===== src/pkg/bct_pkg.sv =====
// Package: register map, field layout, reset values and states of the break count and branch trace block
`default_nettype none
package bct_pkg;
	// ==========================================
	// Register offsets (byte addresses, word aligned)
	localparam logic [4:0] OFF_CTRL = 5'h00;
	localparam logic [4:0] OFF_COUNT = 5'h04;
	localparam logic [4:0] OFF_SRC = 5'h08;
	localparam logic [4:0] OFF_IRQ_STAT = 5'h0c;
	localparam logic [4:0] OFF_IRQ_MASK = 5'h10;
	localparam logic [4:0] OFF_TRACE = 5'h14;
	// ==========================================
	// Field positions
	localparam int BIT_TIMING = 6;
	localparam int BIT_SEQ = 3;
	localparam int BIT_CNT_EN = 0;
	localparam int BIT_TRACE_EN = 0;
	localparam int BIT_VALID = 31;
	localparam int CNT_W = 12;
	localparam int ADDR_W = 28;
	localparam int QUEUE_DEPTH = 4;
	localparam int IRQ_W = 3;
	localparam int IRQ_BREAK = 0;
	localparam int IRQ_CNT_HIT = 1;
	localparam int IRQ_BRANCH = 2;
	// ==========================================
	// Reset values and constants
	localparam logic [11:0] COUNT_RESET = 12'h000;
	localparam logic [11:0] COUNT_ONE = 12'h001;
	localparam logic [2:0] IRQ_RESET = 3'h0;
	localparam logic [31:0] UNMAPPED_DATA = 32'h0000_0000;
	// ==========================================
	// Bus slave states
	typedef enum logic [1:0] {BCT_IDLE, BCT_ANSWER} bct_bus_state_t;
endpackage : bct_pkg
`default_nettype wire


===== src/rtl/bct_src_queue.sv =====
// Four-entry branch source address queue with valid flags
`default_nettype none
module bct_src_queue
	import bct_pkg::*;
(
	input wire logic clk_sys,
	input wire logic reset_n,
	input wire logic branch,
	input wire logic [27:0] branch_addr,
	input wire logic clear_head,
	input wire logic clear_all,
	output logic [27:0] head_addr,
	output logic head_valid
);
	logic [27:0] addr_q [QUEUE_DEPTH];
	logic [QUEUE_DEPTH-1:0] valid_q;
	// ==========================================
	// Address storage carries no reset
	genvar i;
	generate
		for (i = 0; i < QUEUE_DEPTH; i++) begin : g_entry
			always_ff @(posedge clk_sys) begin
				if (branch) begin // see [RL13]
					addr_q[i] <= (i == 0) ? branch_addr : addr_q[(i == 0) ? 0 : i - 1]; // see [RL9] see [RL12]
				end
			end
			always_ff @(posedge clk_sys or negedge reset_n) begin
				if (!reset_n) begin
					valid_q[i] <= 1'b0; // see [RL11]
				end else if (clear_all) begin
					valid_q[i] <= 1'b0; // see [RL11]
				end else if (branch) begin
					valid_q[i] <= (i == 0) ? 1'b1 : valid_q[(i == 0) ? 0 : i - 1]; // see [RL10] see [RL13]
				end else if (clear_head && i == QUEUE_DEPTH - 1) begin
					valid_q[i] <= 1'b0; // see [RL11]
				end
			end
		end
	endgenerate
	// Oldest entry is what software reads
	assign head_addr = addr_q[QUEUE_DEPTH-1];
	assign head_valid = valid_q[QUEUE_DEPTH-1];
endmodule : bct_src_queue
`default_nettype wire


===== src/rtl/bct_count_break.sv =====
// Channel B execution-count down-counter and sequential match tracking
`default_nettype none
module bct_count_break
	import bct_pkg::*;
(
	input wire logic clk_sys,
	input wire logic reset_n,
	input wire logic match_a,
	input wire logic match_b,
	input wire logic seq_sel,
	input wire logic cnt_en,
	input wire logic cnt_wr,
	input wire logic [11:0] cnt_wdata,
	output logic [11:0] count,
	output logic fire_b,
	output logic fire_a
);
	logic [11:0] count_q;
	logic a_seen_q;
	logic b_ok;
	logic b_cond;
	logic cnt_last;
	assign b_ok = match_b && (!seq_sel || a_seen_q); // see [RL3] see [RL15]
	assign cnt_last = (count_q == COUNT_ONE);
	assign b_cond = b_ok && (!cnt_en || cnt_last); // see [RL4] see [RL6]
	assign fire_b = b_cond;
	assign fire_a = match_a && !seq_sel; // see [RL3]
	assign count = count_q;
	// ==========================================
	// Counter: a bus write wins over the decrement
	always_ff @(posedge clk_sys or negedge reset_n) begin
		if (!reset_n) begin
			count_q <= COUNT_RESET; // see [RL8]
		end else if (cnt_wr) begin
			count_q <= cnt_wdata;
		end else if (cnt_en && b_ok && count_q != COUNT_RESET) begin
			count_q <= count_q - COUNT_ONE; // see [RL5]
		end
	end
	always_ff @(posedge clk_sys or negedge reset_n) begin
		if (!reset_n) begin
			a_seen_q <= 1'b0;
		end else if (!seq_sel || b_cond) begin
			a_seen_q <= 1'b0; // see [RL15]
		end else if (match_a) begin
			a_seen_q <= 1'b1; // see [RL15]
		end
	end
endmodule : bct_count_break
`default_nettype wire


===== src/rtl/bct_top.sv =====
// Top of the break count and branch trace block with Avalon-MM register slave
//
// The Avalon-MM slave port and the placing of the registers were left to the implementer.
`default_nettype none
// Operation
// [RL1] Timing bit: 0 break before, 1 after
// [RL2] Reserved bits read zero, written zero
// [RL3] Sequence bit: independent or A then B
// [RL4] Count enable gates the count break
// [RL5] Each channel B match decrements count
// [RL6] Break on match once count is one
// [RL7] Software programs twelve-bit count, max 4095
// [RL8] Count register 16 bits, resets to zero; the count here is 12 bits wide
// [RL9] Branch captures low 28 source address bits
// [RL10] Valid flag set on every branch
// [RL11] Valid clears on read, trace enable, reset
// [RL12] Address bits keep no reset value
// [RL13] Four-entry queue shifts at every branch
// [RL14] Satisfied conditions request break and flag
// [RL15] Sequential B counts only after A
module bct_top
	import bct_pkg::*;
(
	input wire logic clk_sys,
	input wire logic reset_n,
	input wire logic [4:0] avs_address,
	input wire logic avs_read,
	input wire logic avs_write,
	input wire logic [31:0] avs_writedata,
	input wire logic [3:0] avs_byteenable,
	output logic [31:0] avs_readdata,
	output logic avs_waitrequest,
	input wire logic match_a,
	input wire logic match_b,
	input wire logic insn_done,
	input wire logic branch,
	input wire logic [27:0] branch_addr,
	output logic break_req,
	output logic flag_a,
	output logic flag_b,
	output logic irq
);
	// ==========================================
	// Registers
	bct_bus_state_t state_q;
	logic timing_q;
	logic seq_q;
	logic cnt_en_q;
	logic trace_en_q;
	logic [IRQ_W-1:0] irq_stat_q;
	logic [IRQ_W-1:0] irq_mask_q;
	logic [31:0] rdata_q;
	logic wait_q;
	logic pend_after_q;
	logic break_q;
	logic flag_a_q;
	logic flag_b_q;
	logic irq_q;
	// ==========================================
	// Decode
	wire logic req;
	wire logic accept;
	wire logic wr_ctrl;
	wire logic wr_count;
	wire logic wr_stat;
	wire logic wr_mask;
	wire logic wr_trace;
	wire logic rd_src;
	wire logic trace_on;
	wire logic lo_en;
	wire logic [11:0] count;
	wire logic fire_b;
	wire logic fire_a;
	wire logic [27:0] head_addr;
	wire logic head_valid;
	wire logic brk_now;
	wire logic [IRQ_W-1:0] irq_ev;
	wire logic [31:0] rdata_d;
	wire logic take;
	wire logic b_break;
	wire logic a_flag_d;
	wire logic [IRQ_W-1:0] stat_clr;
	wire logic [IRQ_W-1:0] irq_stat_d;
	wire logic irq_d;
	wire logic sel_ctrl;
	wire logic sel_count;
	wire logic sel_src;
	wire logic sel_stat;
	wire logic sel_mask;
	wire logic sel_trace;
	wire logic mapped;
	wire logic [31:0] word_ctrl;
	wire logic [31:0] word_count;
	wire logic [31:0] word_src;
	wire logic [31:0] word_stat;
	wire logic [31:0] word_mask;
	wire logic [31:0] word_trace;
	assign req = avs_read || avs_write;
	// Answer in the cycle after the request is seen
	assign accept = req && state_q == BCT_ANSWER;
	assign lo_en = avs_byteenable[0];
	assign wr_ctrl = accept && avs_write && avs_address == OFF_CTRL && lo_en;
	assign wr_count = accept && avs_write && avs_address == OFF_COUNT && lo_en;
	assign wr_stat = accept && avs_write && avs_address == OFF_IRQ_STAT && lo_en;
	assign wr_mask = accept && avs_write && avs_address == OFF_IRQ_MASK && lo_en;
	assign wr_trace = accept && avs_write && avs_address == OFF_TRACE && lo_en;
	// Request seen in idle: read word captured, waitrequest drops next cycle
	assign take = req && state_q == BCT_IDLE;
	// Head valid clears at the capturing edge, so a branch in between cannot lose an unread entry
	assign rd_src = take && avs_read && avs_address == OFF_SRC; // see [RL11]
	assign trace_on = wr_trace && avs_writedata[BIT_TRACE_EN] && !trace_en_q; // see [RL11]
	// Before-execution breaks fire at match, after-execution ones wait for completion
	assign b_break = (fire_b && !timing_q) || (pend_after_q && insn_done); // see [RL1]
	assign brk_now = b_break || fire_a; // see [RL14]
	// Channel A flag also marks a sequential A-then-B break, in step with the request
	assign a_flag_d = fire_a || (seq_q && b_break); // see [RL14]
	assign irq_ev = {branch, fire_b && cnt_en_q, brk_now};
	// Set wins over write-one-to-clear
	assign stat_clr = wr_stat ? avs_writedata[IRQ_W-1:0] : IRQ_RESET;
	assign irq_stat_d = (irq_stat_q & ~stat_clr) | irq_ev;
	assign irq_d = |(irq_stat_d & irq_mask_q);
	// ==========================================
	// Read multiplexer
	assign word_ctrl = {25'h000_0000, timing_q, 2'b00, seq_q, 2'b00, cnt_en_q}; // see [RL2]
	assign word_count = {20'h0_0000, count}; // see [RL2] see [RL8]
	assign word_src = {head_valid, 3'b000, head_addr}; // see [RL2]
	assign word_stat = {29'h0000_0000, irq_stat_q};
	assign word_mask = {29'h0000_0000, irq_mask_q};
	assign word_trace = {31'h0000_0000, trace_en_q};
	assign sel_ctrl = avs_address == OFF_CTRL;
	assign sel_count = avs_address == OFF_COUNT;
	assign sel_src = avs_address == OFF_SRC;
	assign sel_stat = avs_address == OFF_IRQ_STAT;
	assign sel_mask = avs_address == OFF_IRQ_MASK;
	assign sel_trace = avs_address == OFF_TRACE;
	assign mapped = sel_ctrl || sel_count || sel_src || sel_stat || sel_mask || sel_trace;
	assign rdata_d =
		({32{sel_ctrl}} & word_ctrl) |
		({32{sel_count}} & word_count) |
		({32{sel_src}} & word_src) |
		({32{sel_stat}} & word_stat) |
		({32{sel_mask}} & word_mask) |
		({32{sel_trace}} & word_trace) |
		({32{!mapped}} & UNMAPPED_DATA);
	// ==========================================
	// Submodules
	bct_count_break u_count (
		.clk_sys(clk_sys),
		.reset_n(reset_n),
		.match_a(match_a),
		.match_b(match_b),
		.seq_sel(seq_q),
		.cnt_en(cnt_en_q),
		.cnt_wr(wr_count),
		.cnt_wdata(avs_writedata[CNT_W-1:0]), // see [RL7]
		.count(count),
		.fire_b(fire_b),
		.fire_a(fire_a)
	);
	bct_src_queue u_queue (
		.clk_sys(clk_sys),
		.reset_n(reset_n),
		.branch(branch),
		.branch_addr(branch_addr),
		.clear_head(rd_src),
		.clear_all(trace_on),
		.head_addr(head_addr),
		.head_valid(head_valid)
	);
	// ==========================================
	// Bus slave
	always_ff @(posedge clk_sys or negedge reset_n) begin
		if (!reset_n) begin
			state_q <= BCT_IDLE;
		end else begin
			case (state_q)
				BCT_IDLE: state_q <= req ? BCT_ANSWER : BCT_IDLE;
				BCT_ANSWER: state_q <= BCT_IDLE;
				default: state_q <= BCT_IDLE;
			endcase
		end
	end
	always_ff @(posedge clk_sys or negedge reset_n) begin
		if (!reset_n) begin
			wait_q <= 1'b1;
		end else begin
			wait_q <= !take;
		end
	end
	always_ff @(posedge clk_sys or negedge reset_n) begin
		if (!reset_n) begin
			rdata_q <= UNMAPPED_DATA;
		end else if (take) begin
			rdata_q <= rdata_d;
		end
	end
	assign avs_readdata = rdata_q;
	assign avs_waitrequest = wait_q;
	// ==========================================
	// Control registers
	always_ff @(posedge clk_sys or negedge reset_n) begin
		if (!reset_n) begin
			timing_q <= 1'b0;
		end else if (wr_ctrl) begin
			timing_q <= avs_writedata[BIT_TIMING]; // see [RL1]
		end
	end
	always_ff @(posedge clk_sys or negedge reset_n) begin
		if (!reset_n) begin
			seq_q <= 1'b0;
		end else if (wr_ctrl) begin
			seq_q <= avs_writedata[BIT_SEQ]; // see [RL3]
		end
	end
	always_ff @(posedge clk_sys or negedge reset_n) begin
		if (!reset_n) begin
			cnt_en_q <= 1'b0;
		end else if (wr_ctrl) begin
			cnt_en_q <= avs_writedata[BIT_CNT_EN]; // see [RL4]
		end
	end
	always_ff @(posedge clk_sys or negedge reset_n) begin
		if (!reset_n) begin
			trace_en_q <= 1'b0;
		end else if (wr_trace) begin
			trace_en_q <= avs_writedata[BIT_TRACE_EN];
		end
	end
	// ==========================================
	// Break request and match flags
	always_ff @(posedge clk_sys or negedge reset_n) begin
		if (!reset_n) begin
			pend_after_q <= 1'b0;
		end else if (fire_b && timing_q) begin
			pend_after_q <= 1'b1; // see [RL1]
		end else if (insn_done) begin
			pend_after_q <= 1'b0;
		end
	end
	always_ff @(posedge clk_sys or negedge reset_n) begin
		if (!reset_n) begin
			break_q <= 1'b0;
		end else begin
			break_q <= brk_now; // see [RL14]
		end
	end
	always_ff @(posedge clk_sys or negedge reset_n) begin
		if (!reset_n) begin
			flag_a_q <= 1'b0;
		end else begin
			flag_a_q <= a_flag_d; // see [RL14]
		end
	end
	always_ff @(posedge clk_sys or negedge reset_n) begin
		if (!reset_n) begin
			flag_b_q <= 1'b0;
		end else begin
			flag_b_q <= b_break; // see [RL14]
		end
	end
	assign break_req = break_q;
	assign flag_a = flag_a_q;
	assign flag_b = flag_b_q;
	// ==========================================
	// Interrupt status: set wins over write-one-to-clear
	always_ff @(posedge clk_sys or negedge reset_n) begin
		if (!reset_n) begin
			irq_stat_q <= IRQ_RESET;
		end else begin
			irq_stat_q <= irq_stat_d;
		end
	end
	always_ff @(posedge clk_sys or negedge reset_n) begin
		if (!reset_n) begin
			irq_mask_q <= IRQ_RESET;
		end else if (wr_mask) begin
			irq_mask_q <= avs_writedata[IRQ_W-1:0];
		end
	end
	always_ff @(posedge clk_sys or negedge reset_n) begin
		if (!reset_n) begin
			irq_q <= 1'b0;
		end else begin
			irq_q <= irq_d;
		end
	end
	assign irq = irq_q;
endmodule : bct_top
`default_nettype wire


===== config.mk =====
export PLATFORM = sky130hd
export DESIGN_NAME = bct_top
export DESIGN_NICKNAME = d
export VERILOG_FILES = /design/src/pkg/bct_pkg.sv /design/src/rtl/bct_src_queue.sv /design/src/rtl/bct_count_break.sv /design/src/rtl/bct_top.sv
export SDC_FILE = /design/constraint.sdc
export NUM_CORES = 1
export LEC_CHECK = 0
export BUFFER_PORTS_ARGS = -buffer_cell sky130_fd_sc_hd__buf_2
export CORE_MARGIN = 4
export CORE_UTILIZATION = 45
export DETAILED_ROUTE_END_ITERATION = 6
export GPL_TIMING_DRIVEN = 0
export PLACE_DENSITY = 0.67
export SYNTH_ARGS = -nofsm -noshare
export SYNTH_HDL_FRONTEND = slang
export SYNTH_SLANG_ARGS = --single-unit

===== constraint.sdc =====
create_clock -name clk_sys -period 2.65 [get_ports clk_sys]
set_clock_uncertainty 0.05 [all_clocks]
set_input_delay 0.53 -clock clk_sys [delete_from_list [all_inputs] [get_ports clk_sys]]
set_output_delay 0.53 -clock clk_sys [all_outputs]
set_load 0.03 [all_outputs]

==> implementation parameters, run 1 <==
Parameter                              Value

Die
  Effective utilization at floorplan ... 46.1%
  Placeable core region ... 0.0139 mm2
  Boundary pin count ... 114
  Total die area ... 0.0162 mm2
  Die Height ... 127 um
  Width of the chip ... 127 um
  Standard-cell row count ... 43

CTS
  TritonCTS clock tree ... built
  CTS Hold Buffers Added ... 0
  Largest buffer count on any clock path ... 2
  Sink count of the clock tree ... 175
  Worst-skew pair later-pin latency ... 0.41 ns
  Post-CTS Setup Repair Bufs ... 0
  Number of H-tree levels ... 4
  Root Driver ... sky130_fd_sc_hd__clkbuf_16
  Number of buffers created by CTS ... 17
  Number of resized instances in the post-cts repair step ... 0
  Reg clk slew, reported paths ... 0.06 ns

Logic synthesis
  Syn_area_per_cell ... 15.4 um2
  Fraction of synthesis flops using an asynchronous set or reset pin ... 36.0%
  Count of synthesis-stage warnings from yosys ... 0
  Synth cell types ... 54
  EDFF count, synth ... 112
  Primary flip-flop cell chosen by synthesis mapping ... sky130_fd_sc_hd__edfxtp_1
  Cell area after synthesis ... 0.00640 mm2
  Synthesized netlist cell count ... 414
  Number of storage elements in the synthesis netlist ... 175
  Sequential-to-total area share from yosys stat ... 77.2%

Global routing
  Vias in the first global route ... 3694
  All-Layer GR Usage ... 14.7%
  Global route overflow ... 0
  Largest net degree at the start of global routing ... 81
  Global-route wire length before repair ... 18.4 mm
  Initial antenna violation count ... 0

Critical path
  Worst setup path class ... reg2reg
  Req. time, crit path ... 2.95 ns
  CP max FO ... 5
  Startpoint Class ... flip-flop
  Kind of end point of the critical path ... flip-flop
  Worst path arrival time ... 2.34 ns

Cells and area
  Share of cells above drive strength 1 ... 28.4%
  Area added between synthesis and finish ... 21.2%
  Multi-input logic area ... 0.00136 mm2
  Footprint of the flip-flops and latches ... 0.00494 mm2
  Count of nets after finishing ... 603
  Fill count ... 1135
  Number of standard cells in the layout, taps in and fillers out ... 716
  Antenna cell count ... 0
  Share of the core filled with cells ... 55.8%

Timing
  Period utilization ... 76.9%
  Worst rel slew slack ... 31.3%
  RSZ-0062 raised after global routing ... no
  Slew Viols, Final ... 0
  Endpoints failing setup ... 0
  Maximum clock frequency ... 491 MHz
  Final hold vios ... 0
  Setup ws final ... 0.613 ns
  Minimum period implied by the final worst setup slack ... 2.04 ns
  Transition time at the pin with the least slew margin ... 1.02 ns

Power
  Largest voltage drop on the vdd net ... 442 uV
  Leakage dissipation ... 3.22 nW
  Power per unit of standard cell area ... 840 mW/mm2
  Design Power ... 6.51 mW

Run status
  Status ... finished clean

Place
  Worst slack, placed ... 0.261 ns
  Buffers on Ports ... 87
  Global placement routability congestion ... 0.883
  Cell count after placement ... 684
  Detailed-placement wirelength estimate ... 7.88 mm

Route
  Residual DRC count ... 0
  Number of vias per cell after detailed routing ... 5.06
  Detailed Routing Iterations Pass 1 ... 5
  Final wirelength ... 11.5 mm
  Post-DRT Antenna Nets ... 0
  Detailed-route via count ... 3620
  Post-DR wirelength/cell ... 16.1 um
  Starting DRC count in detailed routing ... 326

Job
  Number of maximum-capacitance constraint violations ... 0

Min path
  Class of the tightest hold or removal check ... in2async
critical path, cell delays in order, from the launching register on:
cell and delay [ns]:
sky130_fd_sc_hd__dfrtp_1 0.43, sky130_fd_sc_hd__nor4_2 0.44, sky130_fd_sc_hd__nand4_1 0.28, sky130_fd_sc_hd__o31ai_2 0.42
sky130_fd_sc_hd__o31a_1 0.23, sky130_fd_sc_hd__a221o_1 0.13
cells in the final DEF (no fill, tap or decap), types with 4 or more instances in the layout:
cell type,count
sky130_fd_sc_hd__buf_4,5
sky130_fd_sc_hd__nand3_1,21
sky130_fd_sc_hd__dfrtp_1,62
sky130_fd_sc_hd__o21ai_0,14
sky130_fd_sc_hd__nor3_1,6
sky130_fd_sc_hd__a21oi_1,13
sky130_fd_sc_hd__xnor2_1,6
sky130_fd_sc_hd__nor4_2,5
sky130_fd_sc_hd__mux2_2,9
sky130_fd_sc_hd__nand2_1,56
sky130_fd_sc_hd__clkbuf_1,7
sky130_fd_sc_hd__clkbuf_16,17
sky130_fd_sc_hd__buf_2,87
sky130_fd_sc_hd__edfxtp_1,112
sky130_fd_sc_hd__bufinv_16,5
sky130_fd_sc_hd__nand4_1,5
sky130_fd_sc_hd__nor2_1,23
sky130_fd_sc_hd__xor2_1,4
sky130_fd_sc_hd__a22oi_1,10
power by group:
part	total [mW]	leakage (nW)	switching, mW	internal [mW]
logic	0.536	0.987	0.330	0.206
clock network	2.70	0.320	0.997	1.71
registers	3.27	1.92	0.131	3.14
total	6.51	3.22	1.46	5.05
layer usage:
layer  routed length, um  GRT usage [%]  vias to the layer above  part of all wire [%]
met5                   0              0                        -                     0
met4                 393           8.01                        0                   3.4
met3                 744           4.85                       31                   6.5
met2                5520           23.4                      126                    48
met1                4850           18.0                     1728                    42
li1                    -              -                     1735                     -
flip-flops by register name, summed over array words and instances, names as in the netlist, 3 cells and up:
register and flops:
avs_readdata 29, irq_mask_q 3, irq_stat_q 3, u_count.count 12, u_queue.addr_q 112, u_queue.valid_q 3
cell usage after synthesis, types with 3 or more instances:
master                       n  share of area, %
sky130_fd_sc_hd__nand2b_1    3              0.29
sky130_fd_sc_hd__dfrtp_1    62                24
sky130_fd_sc_hd__a22oi_1    10               1.2
sky130_fd_sc_hd__a21oi_1    13               1.0
sky130_fd_sc_hd__xnor2_1     6              0.82
sky130_fd_sc_hd__o21ai_0    14               1.1
sky130_fd_sc_hd__buf_4       3              0.35
sky130_fd_sc_hd__ha_1        3              0.59
sky130_fd_sc_hd__edfxtp_1  112                53
sky130_fd_sc_hd__mux2_2      9               1.6
sky130_fd_sc_hd__nor3_1      6              0.47
sky130_fd_sc_hd__nor2_1     23               1.3
sky130_fd_sc_hd__nand3_1    21               1.6
sky130_fd_sc_hd__nor4_2      5              0.98
sky130_fd_sc_hd__mux2i_1     3              0.47
sky130_fd_sc_hd__inv_1       3              0.18
sky130_fd_sc_hd__nand4_1     5              0.49
sky130_fd_sc_hd__clkbuf_1    6              0.35
sky130_fd_sc_hd__xor2_1      4              0.55
sky130_fd_sc_hd__nand2_1    56               3.3
cell type report:
cell class / count / area share (%)
clock buffers: 19 / 5.72
flip-flops and latches: 175 / 63.8
well taps: 180 / 2.91
plain buffers: 15 / 1.10
repair buffers: 88 / 6.04
clock inverters: 13 / 2.71
multi-input cells: 222 / 17.6
inverters: 4 / 0.194
final timing paths:
path / start / endpoint / slack (ns) / cells after the start
hold / removal: reset_n / flag_a / 0.16 / 1
hold reg to reg: u_queue.addr_q[0][20] / u_queue.addr_q[1][20] / 0.36 / 0
setup / recovery: u_count.count[10] / irq / 0.61 / 5
min in group clk_sys: branch_addr[21] / u_queue.addr_q[0][21] / 0.24 / 1
setup reg to reg: u_count.count[10] / irq / 0.61 / 5
max in group asynchronous: reset_n / avs_readdata[31] / 1.85 / 1
kinds of logic (layout without fill, tap and decap cells):
logic type	count (synthesis)	in the layout	synth area share, %
compound gates	52	52	5.38
xor+xnor	10	10	1.37
fa+ha+maj	3	3	0.587
buf+inv	19	139	1.56
flops	175	175	77.2
mux	15	15	2.70
other cells	1	3	0.0586
simple gates	139	139	11.1
through the flow:
step                TNS, ns  hold slack (ns)  instance area (um2)
CTS                       0            0.210                 7750
global placement     -12.67            0.352                 7060
floorplan                 0            0.184                 6400
detailed placement        0            0.355                 7090
global route              0            0.216                 7750
finish                    0            0.159                 7750
(Power assumes the default switching activity.)
==> run 2, diff against run 1 <==
--- a/config.mk
+++ b/config.mk
@@ -5,12 +5,13 @@
 export SDC_FILE = /design/constraint.sdc
 export NUM_CORES = 1
 export LEC_CHECK = 0
+export ABC_AREA = 1
 export BUFFER_PORTS_ARGS = -buffer_cell sky130_fd_sc_hd__buf_2
 export CORE_MARGIN = 4
 export CORE_UTILIZATION = 45
 export DETAILED_ROUTE_END_ITERATION = 6
 export GPL_TIMING_DRIVEN = 0
-export PLACE_DENSITY = 0.67
+export PLACE_DENSITY = 0.66
 export SYNTH_ARGS = -nofsm -noshare
 export SYNTH_HDL_FRONTEND = slang
 export SYNTH_SLANG_ARGS = --single-unit
==> constraint.sdc (replaced) <==
create_clock -name clk_sys -period 2.01 [get_ports clk_sys]
set_clock_uncertainty 0.05 [all_clocks]
set_input_delay 0.402 -clock clk_sys [delete_from_list [all_inputs] [get_ports clk_sys]]
set_output_delay 0.402 -clock clk_sys [all_outputs]
set_load 0.03 [all_outputs]
==> implementation parameters, run 2 <==
Parameter                              Value

Run status
  Status ... finished clean

CTS
  TritonCTS clock tree ... built
  Reg clk slew, reported paths ... 0.07 ns
  Number of H-tree levels ... 4
  Root Driver ... sky130_fd_sc_hd__clkbuf_16
  Number of buffers created by CTS ... 17
  Post-CTS Setup Repair Bufs ... 0
  Worst-skew pair later-pin latency ... 0.42 ns
  Largest buffer count on any clock path ... 2
  Number of resized instances in the post-cts repair step ... 0
  Sink count of the clock tree ... 175
  CTS Hold Buffers Added ... 0

Cells and area
  Footprint of the flip-flops and latches ... 0.00494 mm2
  Number of standard cells in the layout, taps in and fillers out ... 809
  Largest register by flop count ... u_queue.addr_q
  Share of cells above drive strength 1 ... 24.8%
  Multi-input logic area ... 0.00136 mm2
  Count of nets after finishing ... 696
  Most frequent standard cell in the layout excluding fill and tap cells ... sky130_fd_sc_hd__nand2_1
  Antenna cell count ... 0
  Flip-flop count of the largest register after layout ... 112
  Fill count ... 1136
  Most frequent cells in the layout ... sky130_fd_sc_hd__nand2_1 (131), sky130_fd_sc_hd__edfxtp_1 (112), sky130_fd_sc_hd__buf_2 (91)
  Area added between synthesis and finish ... 19.5%

Die
  Effective utilization at floorplan ... 46.3%
  Width of the chip ... 128 um
  Total die area ... 0.0164 mm2
  Die Height ... 128 um
  Boundary pin count ... 114
  Standard-cell row count ... 43
  Placeable core region ... 0.0140 mm2

Timing
  Slew Viols, Final ... 0
  Period utilization ... 83.0%
  Final hold vios ... 0
  Worst rel slew slack ... 46.7%
  Setup ws final ... 0.342 ns
  Minimum period implied by the final worst setup slack ... 1.67 ns
  Endpoints failing setup ... 0
  Maximum clock frequency ... 599 MHz
  RSZ-0062 raised after global routing ... no
  Transition time at the pin with the least slew margin ... 0.800 ns

Power
  Switching power share of the total ... 25.5%
  Switching power total ... 2.11 mW
  Largest voltage drop on the vdd net ... 1020 uV
  Comb pwr share ... 10.5%
  Leakage dissipation ... 3.26 nW
  Power per unit of standard cell area ... 1070 mW/mm2
  Clock share of power ... 37.4%
  Fraction of power consumed by sequential logic ... 52.1%
  Internal cell power ... 6.18 mW

Global routing
  Global-route wire length before repair ... 19.2 mm
  Global route overflow ... 0
  Initial antenna violation count ... 0
  Vias in the first global route ... 3969
  Largest net degree at the start of global routing ... 83
  All-Layer GR Usage ... 15.2%

Critical path
  Cell depth of the worst flop-to-flop path ... 7
  Req. time, crit path ... 2.26 ns
  Worst path arrival time ... 1.92 ns
  Startpoint Class ... flip-flop
  CP max FO ... 5
  Kind of end point of the critical path ... flip-flop
  Worst stage delay on the critical path ... 0.39 ns
  R2R Path End ... u_count.count[10]
  Worst setup path class ... reg2reg
  R2R setup slack ... 0.34 ns
  Cell type of the slowest stage on the worst timing path ... sky130_fd_sc_hd__dfrtp_1
  Critical Path Source ... u_count.count[1]
  Cells traversed along the worst timing path ... inv_1, ha_1, nand2_1, nor2_1, nand4_1, a21oi_1, o21ai_1
  Origin of the critical flop-to-flop path ... u_count.count[1]

Logic synthesis
  Synthesized netlist cell count ... 507
  Number of storage elements in the synthesis netlist ... 175
  Primary flip-flop cell chosen by synthesis mapping ... sky130_fd_sc_hd__edfxtp_1
  Fraction of synthesis flops using an asynchronous set or reset pin ... 36.0%
  Cell area after synthesis ... 0.00651 mm2
  Sequential-to-total area share from yosys stat ... 75.9%
  Area share of the leading cell type in the synthesized netlist ... 51.7%
  Count of synthesis-stage warnings from yosys ... 0
  Synth cell types ... 33
  Cell with the most instances after synthesis ... sky130_fd_sc_hd__nand2_1
  Cell types with the largest area share after synthesis ... sky130_fd_sc_hd__edfxtp_1 (52%), sky130_fd_sc_hd__dfrtp_1 (24%), sky130_fd_sc_hd__nand2_1 (7.6%)
  EDFF count, synth ... 112
  Syn_area_per_cell ... 12.8 um2
  Synth top cells by count ... sky130_fd_sc_hd__nand2_1 (131), sky130_fd_sc_hd__edfxtp_1 (112), sky130_fd_sc_hd__dfrtp_1 (62)
  Post-synthesis cell type with the largest combined area ... sky130_fd_sc_hd__edfxtp_1

Route
  Final wirelength ... 11.7 mm
  Detailed Routing Iterations Pass 1 ... 4
  Number of vias per cell after detailed routing ... 4.77
  Post-DRT Antenna Nets ... 0
  Post-DR wirelength/cell ... 14.5 um
  Detailed-route via count ... 3859
  Residual DRC count ... 0
  Starting DRC count in detailed routing ... 307

Place
  Cell count after placement ... 777
  Buffers on Ports ... 87
  Worst slack, placed ... 0.226 ns
  Detailed-placement wirelength estimate ... 8.02 mm
  Global placement routability congestion ... 0.899

Job
  Number of maximum-capacitance constraint violations ... 0

Min path
  Class of the tightest hold or removal check ... in2async
==> run 2: cell types whose count changed after synthesis, sizes merged, moves of 7 or more <==
cell / delta
a22oi: -10
mux2: -12
nor2: +11
nand3: +10
o21ai: +31
inv: +30
nand2: +79
nor4: -7
==> run 2: power by group through the flow <==
stage | combinational, mW | sequential (mW) | clock (mW)
5_1_grt | 0.969 | 4.35 | 3.35
4_1_cts | 0.875 | 4.32 | 3.19
2_1_floorplan | 0.429 | 4.48 | 0
3_5_place_dp | 0.861 | 4.39 | 0
3_3_place_gp | 0.831 | 4.38 | 0
6_report | 0.869 | 4.32 | 3.10
==> run 2: logic make-up (layout without fill, tap and decap cells) <==
| logic type | count (synthesis) | after routing | share of synthesized area [%] |
|---|---|---|---|
| AOI/OAI and AO/OA | 66 | 66 | 5.58 |
| xor gates and xnor gates | 3 | 3 | 0.404 |
| adders and majority gates | 3 | 3 | 0.577 |
| buffers and inverters | 50 | 170 | 3.29 |
| DFF | 175 | 175 | 75.9 |
| other | 1 | 3 | 0.0576 |
| and+or+nand+nor | 209 | 209 | 14.2 |
==> run 2: how the worst max path moves through the flow <==
stage / slack, ns / cells past startpoint / endpoint
finish: 0.34 / 7 / u_count.count[10]
global route: 0.14 / 7 / u_count.count[10]
CTS: 0.35 / 7 / u_count.count[10]
detailed placement: 0.23 / 1 / avs_readdata[27]
global placement: -1.01 / 7 / irq
floorplan: 0.58 / 9 / u_count.count[5]
==> run 2: area by class of cell <==
type | count | share of cell area (%)
sequential | 175 | 63.6
multi-input combinational | 284 | 17.5
timing repair buffer | 88 | 6.02
clock buffer | 19 | 5.57
tap | 180 | 2.90
clock inverter | 13 | 1.74
inverter | 35 | 1.69
buffer | 15 | 1.06
==> run 2: metrics by stage <==
stage | hold WS, ns | util (%) | total power [mW] | TNS (ns) | area, um2
floorplan | 0.0564 | - | 4.91 | 0 | 6510
global placement | 0.351 | 51.1 | 5.21 | -71.68 | 7170
detailed placement | 0.355 | 51.3 | 5.25 | 0 | 7200
CTS | 0.0799 | 55.4 | 8.38 | 0 | 7770
global route | 0.0732 | 55.4 | 8.67 | 0 | 7770
finish | 0.0214 | 55.4 | 8.29 | 0 | 7770
==> run 2: critical path, delay by kind of cell (launching register included) <==
kind	cells	cell delay (ns)
buffers and inverters	1	0.15
AOI/OAI and AO/OA	2	0.25
and+or+nand+nor	3	0.48
adders and majority gates	1	0.24
DFF	1	0.39
==> run 2: metal layers <==
layer,GRT usage [%],routed length (um)
met4,5.99,124
met2,23.3,5490
met1,19.5,5400
met3,5.96,727
met5,0,0
